## config.mk

```make
export PLATFORM = sky130hd
export DESIGN_NAME = srgc_top
export DESIGN_NICKNAME = d
export VERILOG_FILES = /design/src/hw/srgc_pkg.sv /design/src/hw/srgc_top.sv
export VERILOG_INCLUDE_DIRS = /design/src /design/src/hw
export SDC_FILE = /design/constraint.sdc
export NUM_CORES = 1
export LEC_CHECK = 0
export BUFFER_PORTS_ARGS = -buffer_cell sky130_fd_sc_hd__clkbuf_2
export CAP_MARGIN = 25
export CELL_PAD_IN_SITES_DETAIL_PLACEMENT = 1
export CELL_PAD_IN_SITES_GLOBAL_PLACEMENT = 2
export CORE_ASPECT_RATIO = 1.1
export CORE_MARGIN = 2
export CORE_UTILIZATION = 35
export DETAILED_ROUTE_END_ITERATION = 10
export PLACE_DENSITY = 0.8
export SYNTH_ARGS = -nofsm -noshare
export SYNTH_HDL_FRONTEND = slang
export SYNTH_SLANG_ARGS = --single-unit
export TNS_END_PERCENT = 30
```

## constraint.sdc

```tcl
create_clock -name clk_i -period 3 [get_ports clk_i]
set_input_delay 0.6 -clock clk_i [delete_from_list [all_inputs] [get_ports clk_i]]
set_output_delay 0.6 -clock clk_i [all_outputs]
set_load 0.01 [all_outputs]
```

## src/hw/srgc_cfg.svh

```systemverilog
// Constants for the serializer reset and general configuration block.
`ifndef SRGC_CFG_SVH
`define SRGC_CFG_SVH
`define SRGC_ADDR_RESET     8'h01
`define SRGC_ADDR_GENCFG    8'h03
`define SRGC_RST_KEEP_BIT   0
`define SRGC_RST_FULL_BIT   1
`define SRGC_CRC_BIT        7
`define SRGC_AACK_BIT       5
`define SRGC_FILT_BIT       4
`define SRGC_PASS_BIT       3
`define SRGC_GENCFG_RST     8'hd2
`define SRGC_GENCFG_RSVD    8'h42
`define SRGC_FILT_CYC       2'd2
`define SRGC_SYNC_W         3
`define SRGC_SYNC_STAGES    2
`endif

```

## src/hw/srgc_pkg.sv

```systemverilog
// Types shared by the serializer reset and general configuration block.
package srgc_pkg;
    typedef struct packed {
        logic line_sync;
        logic frame_sync;
        logic active_video_flag;
    } srgc_sync_t;

    typedef struct packed {
        logic       crc_chk_en;
        logic       filt_en;
        logic [1:0] auto_ack;
        logic [1:0] pass_thru;
    } srgc_gencfg_t;
endpackage : srgc_pkg

```

## src/hw/srgc_top.sv

```systemverilog
// Reset control, general configuration register and sync filter of the serializer.
`timescale 1ns/1ps
`include "srgc_cfg.svh"
module srgc_top (
    input  wire logic               clk_i,
    input  wire logic               sys_rst_i,
    input  wire logic [7:0]         reg_addr_i,
    input  wire logic [7:0]         reg_wdata_i,
    input  wire logic               reg_wr_i,
    input  wire logic               reg_rd_i,
    output logic [7:0]              reg_rdata_o,
    input  wire logic               second_port_select_i,
    input  wire logic [7:0]         strap_i,
    output logic [7:0]              strap_val_o,
    output logic                    strap_reload_o,
    output logic                    restore_regs_o,
    output logic                    logic_rst_o,
    output logic                    crc_chk_en_o,
    input  wire logic               rem_wr_start_i,
    input  wire logic               rem_port_i,
    input  wire logic               rem_other_slave_i,
    input  wire logic               pass_all_i,
    input  wire logic               rem_resp_i,
    input  wire logic               rem_nack_i,
    output logic                    local_ack_o,
    output logic                    local_nack_o,
    input  wire logic               alias_match_i,
    input  wire logic               alias_port_i,
    output logic                    fwd_remote_o,
    input  wire srgc_pkg::srgc_sync_t sync_i,
    output srgc_pkg::srgc_sync_t    sync_o
);
    srgc_pkg::srgc_gencfg_t cfg_q;
    logic                   keep_req_q;
    logic                   full_req_q;
    logic                   full_rst_q;
    logic                   any_rst;
    logic                   wr_rst;
    logic                   wr_cfg;
    logic [7:0]             strap_s1_q;
    logic [7:0]             strap_s2_q;
    logic                   strap_taken_q;
    logic [7:0]             strap_cap_q;
    logic [`SRGC_SYNC_STAGES-1:0] strap_age_q;
    logic                   auto_pend_q;
    logic [`SRGC_SYNC_W-1:0] sync_s1_q;
    logic [`SRGC_SYNC_W-1:0] sync_s2_q;
    logic [`SRGC_SYNC_W-1:0] filt_q;
    logic [1:0]             filt_cnt_q [`SRGC_SYNC_W];
    logic                   port;
    // A named copy of the default lets single reset bits be selected from it.
    localparam logic [7:0]  gencfg_def = `SRGC_GENCFG_RST;

    assign wr_rst = reg_wr_i && (reg_addr_i == `SRGC_ADDR_RESET);
    assign wr_cfg = reg_wr_i && (reg_addr_i == `SRGC_ADDR_GENCFG);
    assign port   = second_port_select_i;
    // The acknowledge, forward and sync filter flops reset on power-on, full reset and logic reset alike.
    assign any_rst = sys_rst_i || full_rst_q || logic_rst_o;

    // Reset request bits: one request gives one internal pulse, then reads 0.
    always_ff @(posedge clk_i)
    begin
        if (sys_rst_i || full_rst_q)
        begin
            keep_req_q  <= 1'b0;
            full_req_q  <= 1'b0;
            logic_rst_o <= 1'b0;
            full_rst_q  <= 1'b0;
        end
        else
        begin
            keep_req_q  <= wr_rst && reg_wdata_i[`SRGC_RST_KEEP_BIT];
            full_req_q  <= wr_rst && reg_wdata_i[`SRGC_RST_FULL_BIT];
            logic_rst_o <= keep_req_q || full_req_q;
            full_rst_q  <= full_req_q;
        end
    end

    // Configuration register: survives the keep-registers reset, not the full one.
    always_ff @(posedge clk_i)
    begin
        if (sys_rst_i || full_rst_q)
        begin
            cfg_q.crc_chk_en <= gencfg_def[`SRGC_CRC_BIT];
            cfg_q.filt_en    <= gencfg_def[`SRGC_FILT_BIT];
            cfg_q.auto_ack   <= {2{gencfg_def[`SRGC_AACK_BIT]}};
            cfg_q.pass_thru  <= {2{gencfg_def[`SRGC_PASS_BIT]}};
        end
        else if (wr_cfg)
        begin
            cfg_q.crc_chk_en     <= reg_wdata_i[`SRGC_CRC_BIT];
            cfg_q.filt_en        <= reg_wdata_i[`SRGC_FILT_BIT];
            cfg_q.auto_ack[port] <= reg_wdata_i[`SRGC_AACK_BIT];
            cfg_q.pass_thru[port] <= reg_wdata_i[`SRGC_PASS_BIT];
        end
    end

    // Register read data; unmapped offsets read as zero.
    always_ff @(posedge clk_i)
    begin
        if (sys_rst_i)
            reg_rdata_o <= 8'h00;
        else if (reg_rd_i)
        begin
            case (reg_addr_i)
                `SRGC_ADDR_RESET:
                    reg_rdata_o <= {6'h00, full_req_q, keep_req_q};
                `SRGC_ADDR_GENCFG:
                    reg_rdata_o <= `SRGC_GENCFG_RSVD
                                 | ({7'h00, cfg_q.crc_chk_en} << `SRGC_CRC_BIT)
                                 | ({7'h00, cfg_q.auto_ack[port]} << `SRGC_AACK_BIT)
                                 | ({7'h00, cfg_q.filt_en} << `SRGC_FILT_BIT)
                                 | ({7'h00, cfg_q.pass_thru[port]} << `SRGC_PASS_BIT);
                default:
                    reg_rdata_o <= 8'h00;
            endcase
        end
    end

    // Strap pins are synchronised and captured once after power-on reset.
    always_ff @(posedge clk_i)
    begin
        if (sys_rst_i)
        begin
            strap_s1_q    <= 8'h00;
            strap_s2_q    <= 8'h00;
            strap_age_q   <= '0;
            strap_taken_q <= 1'b0;
            strap_cap_q   <= 8'h00;
        end
        else
        begin
            strap_s1_q  <= strap_i;
            strap_s2_q  <= strap_s1_q;
            strap_age_q <= {strap_age_q[`SRGC_SYNC_STAGES-2:0], 1'b1};
            // Capture only once the synchroniser holds a real pin sample.
            if (!strap_taken_q && strap_age_q[`SRGC_SYNC_STAGES-1])
            begin
                strap_taken_q <= 1'b1;
                strap_cap_q   <= strap_s2_q;
            end
        end
    end

    // Reload and restore requests go out to the strap-defaulted and restored registers.
    always_ff @(posedge clk_i)
    begin
        if (sys_rst_i)
        begin
            strap_val_o    <= 8'h00;
            strap_reload_o <= 1'b0;
            restore_regs_o <= 1'b0;
        end
        else
        begin
            strap_val_o    <= strap_cap_q;
            strap_reload_o <= keep_req_q;
            restore_regs_o <= keep_req_q;
        end
    end

    always_ff @(posedge clk_i)
    begin
        if (sys_rst_i)
            crc_chk_en_o <= gencfg_def[`SRGC_CRC_BIT];
        else
            crc_chk_en_o <= cfg_q.crc_chk_en;
    end

    // Remote write acknowledge: early local ack and suppression of remote answers.
    always_ff @(posedge clk_i)
    begin
        if (any_rst)
        begin
            auto_pend_q  <= 1'b0;
            local_ack_o  <= 1'b0;
            local_nack_o <= 1'b0;
        end
        else
        begin
            local_ack_o  <= 1'b0;
            local_nack_o <= 1'b0;
            if (rem_wr_start_i && cfg_q.auto_ack[rem_port_i]
                && (!rem_other_slave_i || pass_all_i))
            begin
                auto_pend_q <= 1'b1;
                local_ack_o <= 1'b1;
            end
            else if (rem_resp_i)
            begin
                auto_pend_q <= 1'b0;
                local_ack_o  <= !auto_pend_q && !rem_nack_i;
                local_nack_o <= !auto_pend_q && rem_nack_i;
            end
        end
    end

    always_ff @(posedge clk_i)
    begin
        if (any_rst)
            fwd_remote_o <= 1'b0;
        else
            fwd_remote_o <= alias_match_i && cfg_q.pass_thru[alias_port_i];
    end

    // Sync inputs: two-flop synchroniser, then a two-clock glitch filter per line.
    always_ff @(posedge clk_i)
    begin
        if (any_rst)
        begin
            sync_s1_q <= '0;
            sync_s2_q <= '0;
        end
        else
        begin
            sync_s1_q <= sync_i;
            sync_s2_q <= sync_s1_q;
        end
    end

    for (genvar g = 0; g < `SRGC_SYNC_W; g++)
    begin : g_filt
        always_ff @(posedge clk_i)
        begin
            if (any_rst)
            begin
                filt_q[g]     <= 1'b0;
                filt_cnt_q[g] <= 2'd0;
            end
            else if (!cfg_q.filt_en || sync_s2_q[g] == filt_q[g])
            begin
                filt_q[g]     <= sync_s2_q[g];
                filt_cnt_q[g] <= 2'd0;
            end
            else if (filt_cnt_q[g] + 2'd1 >= `SRGC_FILT_CYC)
            begin
                filt_q[g]     <= sync_s2_q[g];
                filt_cnt_q[g] <= 2'd0;
            end
            else
                filt_cnt_q[g] <= filt_cnt_q[g] + 2'd1;
        end
    end

    assign sync_o = srgc_pkg::srgc_sync_t'(filt_q);

    // Checks.
    keep_pulse_a: assert property (@(posedge clk_i) disable iff (sys_rst_i)
        (wr_rst && reg_wdata_i[`SRGC_RST_KEEP_BIT] && !full_rst_q && !full_req_q)
        |-> ##2 logic_rst_o)
        else $error("logic reset pulse missing");
    keep_regs_a: assert property (@(posedge clk_i) disable iff (sys_rst_i)
        (logic_rst_o && !full_rst_q && !wr_cfg) |=> $stable(cfg_q))
        else $error("logic reset disturbed configuration");
    strap_reload_a: assert property (@(posedge clk_i) disable iff (sys_rst_i)
        strap_reload_o |-> (strap_val_o == $past(strap_cap_q)) && logic_rst_o)
        else $error("strap reload wrong");
    restore_pulse_a: assert property (@(posedge clk_i) disable iff (sys_rst_i)
        restore_regs_o |-> logic_rst_o ##1 !restore_regs_o)
        else $error("restore pulse wrong");
    full_defaults_a: assert property (@(posedge clk_i) disable iff (sys_rst_i)
        full_rst_q |=> cfg_q.crc_chk_en && cfg_q.filt_en && cfg_q.auto_ack == 2'b00
                       && cfg_q.pass_thru == 2'b00)
        else $error("full reset left configuration");
    crc_follow_a: assert property (@(posedge clk_i) disable iff (sys_rst_i)
        (wr_cfg && !full_rst_q) |=> ##1 crc_chk_en_o == $past(reg_wdata_i[`SRGC_CRC_BIT], 2))
        else $error("CRC enable not applied");
    auto_nack_a: assert property (@(posedge clk_i) disable iff (any_rst)
        (auto_pend_q && rem_resp_i && !rem_wr_start_i) |=> !local_nack_o)
        else $error("remote nack leaked");
    filt_glitch_a: assert property (@(posedge clk_i) disable iff (any_rst)
        (cfg_q.filt_en && $past(cfg_q.filt_en) && !$past(any_rst) && $changed(filt_q[0]))
        |-> $past(sync_s2_q[0], 1) == $past(sync_s2_q[0], 2))
        else $error("short pulse passed filter");
    pass_fwd_a: assert property (@(posedge clk_i) disable iff (any_rst)
        fwd_remote_o |-> $past(alias_match_i) && $past(cfg_q.pass_thru[alias_port_i]))
        else $error("forward without pass-through");
    req_clear_a: assert property (@(posedge clk_i) disable iff (sys_rst_i)
        keep_req_q |=> !keep_req_q || $past(wr_rst))
        else $error("reset bit not self-clearing");
endmodule : srgc_top

```

# Yosys cells after proc, flatten, opt, wreduce, memory -nomap -nowiden
# Memories as Yosys holds them, arrays and structs flattened.
# Cells that the tools add are included.
# Widths: inputs -> output; s select.
[classes]
n_addsub = 3
eq_ne = 5
mux = 68
n_bitwise = 13
n_reduce_logical = 28
order_cmp = 7
[op_table]
columns = ["operator", "count"]
rows = [
  ["$mux 1", 55],
  ["$mux 2", 9],
  ["$pmux 8 s2", 1],
  ["$logic_and 1x1->1", 11],
  ["$or 1x1->1", 9],
  ["$eq 8x1->1 const B", 1],
  ["$eq 8x2->1 const B", 1],
  ["$or 8x4->8", 1],
  ["$or 8x5->8", 1],
  ["$or 8x6->8", 1],
  ["$reduce_bool 2->1", 4],
  ["$logic_or 1x1->1", 7],
  ["$add 2x1->2 const B", 3],
  ["$ge 2x2->1 const B", 3],
  ["$lt 1x2->1 const B", 3],
  ["$logic_not 1->1", 5],
  ["$bwmux 2", 2],
  ["$eq 1x1->1", 3],
  ["$reduce_or 3->1", 1],
  ["$demux 1 s1", 1],
  ["$ge 1x1->1 const B", 1],
  ["$not 1->1", 1],
]
[word_totals]
ff_bits = 68
word_cells = 152
output_inout_bits = 26
ram_bits = 6
n_memories = 1
inputBits = 40
[memory_table]
columns = ["name", "words", "width", "read_ports", "rd_clocked_by_memory_dff", "wr", "line", "source"]
rows = [
  ["filt_cnt_q", 3, 2, 3, 0, 3, "srgc_top.sv:49", "logic [1:0] filt_cnt_q [`SRGC_SYNC_W];"],
]

# Depth between registers and ports, before layout
# An unclocked memory read counts as a cell.
[logic_depth]
ltp_word = 9
mapped_depth = 4
mapped_depth_nobuf = 3

# Least setup slack after synthesis
# Ideal clock, no wire load.
[synth_timing]
path_type = "input port to flip-flop"
startpoint = "input port reg_addr_i[5]"
endpoint = "register cfg_q[0] in the netlist's numbering"
t_required_ns = 2.870
arrival_ns = 1.660
path_buffers = 1
cell_stages = 4
setup_time_ns = 0.130
setup_slack_ns = 1.210
path_cell_list = "or4_1 buf_2 o41ai_1 a21oi_1"
[synth_between]
elab_chain_cells = 2
[synth_lines]
columns = ["item", "line", "source"]
rows = [
  ["from (decl)", "srgc_top.sv:7", "input wire logic [7:0] reg_addr_i,"],
  ["$eq 8x2->1", "n/a", ""],
  ["$logic_and 1x1->1", "srgc_top.sv:55", "assign wr_cfg = reg_wr_i && (reg_addr_i == `SRGC_ADDR_GENCFG);"],
  ["to (decl)", "srgc_top.sv:33", "srgc_pkg::srgc_gencfg_t cfg_q;"],
]
# Every way passes these cells.
# A chain may end at the register's enable or synchronous reset.

# Worst setup path in the final report
# Ends and elaborated chain as after synthesis.

==> results.md <==
- Initial antenna violation count: 0
- Critical Path Sink Type: flop
- Die width: 85.0 um
- Area Growth Syn to Fin: 23.7%
- Die height: just over 90 um
- Post-synth ARST share: 0
- Clock latency on the worst-skew pair: 0.34 ns
- TNS Setup: 0 ns
- Register area share after synthesis: 0.602
- Hold Path Class: reg2reg
- Largest net degree at the start of global routing: 47
- Slew HR: 0.361
- Die area: 7910 sq um
- Final hold violations: 0
- Design area: 3120 sq um
- Synth top cells by count: dfxtp_1 (67), nor2b_1 (28), nor2_1 (13)
- GR Util met3: 0.0388
- Pwr/cell area: ~600 nW/um^2
- Peak Freq: 598 MHz
- Worst path cell trace: clkbuf_2, or4_1, o41ai_1, a21oi_1
- H-tree levels: 3
- Worst reg2reg endpoint: strap_cap_q[0]
- Status: completed
- TritonCTS clock tree: yes
- CP top delay family: simple AND/OR/NAND/NOR gates
- Worst-path clk slew: around 0.080 ns
- Slowest CP cell: or4_1
- Cells after Synth: 228
- Crit path kind: in2reg
- Post-synth top area share: 0.531
- Nets: 338
- # IOs: 66
- Crit start category: primary input
- Worst reg2reg setup slack: 1.46 ns
- CP Buf/Inv Count: 1
- Unrepaired setup endpoints after global routing: false
- Leak pwr: roughly 0.0013 uW
- Synthesized area: 2530 sq um
- Clk root buf: clkbuf_8
- Reg2reg start: strap_age_q[1]
- Most common cell in the synthesized netlist: dfxtp_1
- Num CTS Buffers: 9
- WL final: 5.06 mm
- Detailed Route Iter0 Violations: 38
- Initial Utilization: 0.361
- Clock Skews: between 0.009 and 0.01 ns
- Grt met2 use: 0.221
- Average cell area after synthesis: 11.1 sq um
- Max Cap Viol: 0
- Drt pass-1 iters: 4
- GRT overflow: 0
- Clk sinks: 73
- Synth cell types: 43
- All-Layer GR Usage: 0.137
- Max Transition Viols Final: 0
- Core area: 7010 sq um
- Share of post-route cells with drive strength above 1: 0.290
- Fin crit period: 1.67 ns
- Top cells by area, synth: dfxtp_1 (53%), edfxtp_1 (7.1%), nor2b_1 (6.9%), mux2i_1 (4.0%), a21oi_1 (2.2%)
- Row cnt: 32
- PortBufs: 62
- Post-CTS Setup Bufs: 0
- Worst VDD drop: 0.000300 V
- Hold path cells: 1
- CP peak stage delay: around 0.69 ns
- Hold_buf cts: 0
- Final clock period utilization by the worst path: 0.558
- Area leader, netlist: dfxtp_1
- Resized Gates After CTS: 0
- R2R depth: 3
- Worst-path fanout max: 7
- Antenna Nets Post-Route: 0
- Synth warn: 0
- First-pass GRT wire length: roughly 8.3 mm
- Arrival time worst endpoint: approximately 1.9 ns
- Vias in the first global route: 1752
- # DRC: 0
- Count of flip-flops with a built-in enable after synthesis: 6
- Primary FF master, synth: dfxtp_1
- DP Area: 2930 sq um
- Worst hold start: sync_s1_q[1]
- Post-DP HPWL: 3.64 mm
- Final Wtd Congestion: 0.743
- Least-Margin Pin Slew: 0.956 ns
- Final setup viols: 0
- Vias per cell: about 4.7
- Synth Register Bits: 73
- Clk buf depth: 2
- Most Crowded Layer GR: met2
- Vias: between 1500 and 2000
- Hold endpoint: sync_s2_q[1]
- GRT met1 Usage: 0.163
- DR WL/cell: around 13 um
- Ant diodes: 0
- Critical Path RT: 3.23 ns
worst max path at each step:
stage / startpoint / end / depth (start not counted)
floorplan: reg_addr_i[5] / cfg_q[0] / 4
global placement: reg_addr_i[5] / cfg_q[2] / 4
detailed placement: reg_addr_i[5] / cfg_q[0] / 4
CTS: reg_addr_i[5] / cfg_q[0] / 4
global route: reg_addr_i[5] / cfg_q[0] / 4
finish: reg_addr_i[5] / cfg_q[0] / 4
power breakdown:
part	internal (uW)	switching, uW
clock	388	372
combinational	50.2	56.6
sequential	1010	10.9
layout make-up:
class | instances | area [sq um]
Clock inverter | 6 | 66.3
Clock buffer | 10 | 128
Sequential cell | 73 | 1520
Tap cell | 85 | 106
Inverter | 2 | 7.51
Timing Repair Buffer | 64 | 325
Fill cell | 796 | 3880
Multi-Input combinational cell | 148 | 970
state kept, by name, summed over array words and instances (netlist names), 2 cells and up:
name	cells
sync_s2_q	3
strap_s1_q	8
reg_rdata_o	7
strap_cap_q	8
strap_val_o	8
cfg_q	6
sync_s1_q	3
sync_o	3
strap_s2_q	8
filt_cnt_q	6
strap_age_q	2
per-stage QoR:
step / cells / worst slack (ns) / hold slack, ns / util / total power, uW
2_1_floorplan: 236 / 1.21 / 0.406 / - / 1100
3_5_place_dp: 372 / 0.963 / 0.415 / 0.418 / 1150
6_report: 388 / 1.33 / 0.432 / 0.446 / 1890
4_1_cts: 388 / 1.35 / 0.433 / 0.446 / 1910
3_3_place_gp: 372 / 1.01 / 0.409 / 0.418 / 1150
5_1_grt: 388 / 1.29 / 0.439 / 0.446 / 1980
metal layers:
metal	routed length, um	vias up
met5	0	-
met4	115	0
met3	295	8
met2	2450	52
met1	2190	832
li1	-	922
placed cells by master, fill, tap and decap left out, types with 2 or more instances in the layout:
| master | synthesis | layout |
|---|---|---|
| dfxtp_1 | 67 | 67 |
| clkbuf_2 | 0 | 62 |
| nor2b_1 | 28 | 28 |
| nor2_1 | 13 | 13 |
| a21oi_1 | 11 | 11 |
| mux2i_1 | 10 | 10 |
| conb_1 | 2 | 10 |
| clkbuf_8 | 0 | 9 |
| and2_1 | 8 | 8 |
| xnor2_1 | 6 | 6 |
| edfxtp_1 | 6 | 6 |
| nand2b_1 | 5 | 5 |
| nand4_1 | 5 | 5 |
| nor4_1 | 5 | 5 |
| nand3_1 | 4 | 4 |
| nand2_1 | 4 | 4 |
| o31ai_1 | 4 | 4 |
| a21bo_2 | 3 | 3 |
| nand3b_1 | 3 | 3 |
| o21ai_1 | 3 | 3 |
| or2_1 | 2 | 2 |
| o2111ai_1 | 2 | 2 |
| or3b_2 | 2 | 2 |
| and3_1 | 2 | 2 |
| o41ai_1 | 2 | 2 |
| and4_1 | 2 | 2 |
| a31oi_1 | 2 | 2 |
| buf_4 | 2 | 2 |
cells by family (layout without fill, tap and decap cells):
family	count (synthesis)	count (layout)	share of synthesized area
AOI/OAI and AO/OA	29	29	0.0773
xor gates and xnor gates	6	6	0.0208
buffers and inverters	15	82	0.0257
DFF	73	73	0.602
muxes	11	11	0.0441
other	2	10	0.00297
and+or+nand+nor	92	92	0.227
Power figures use the tool's default switching activity.
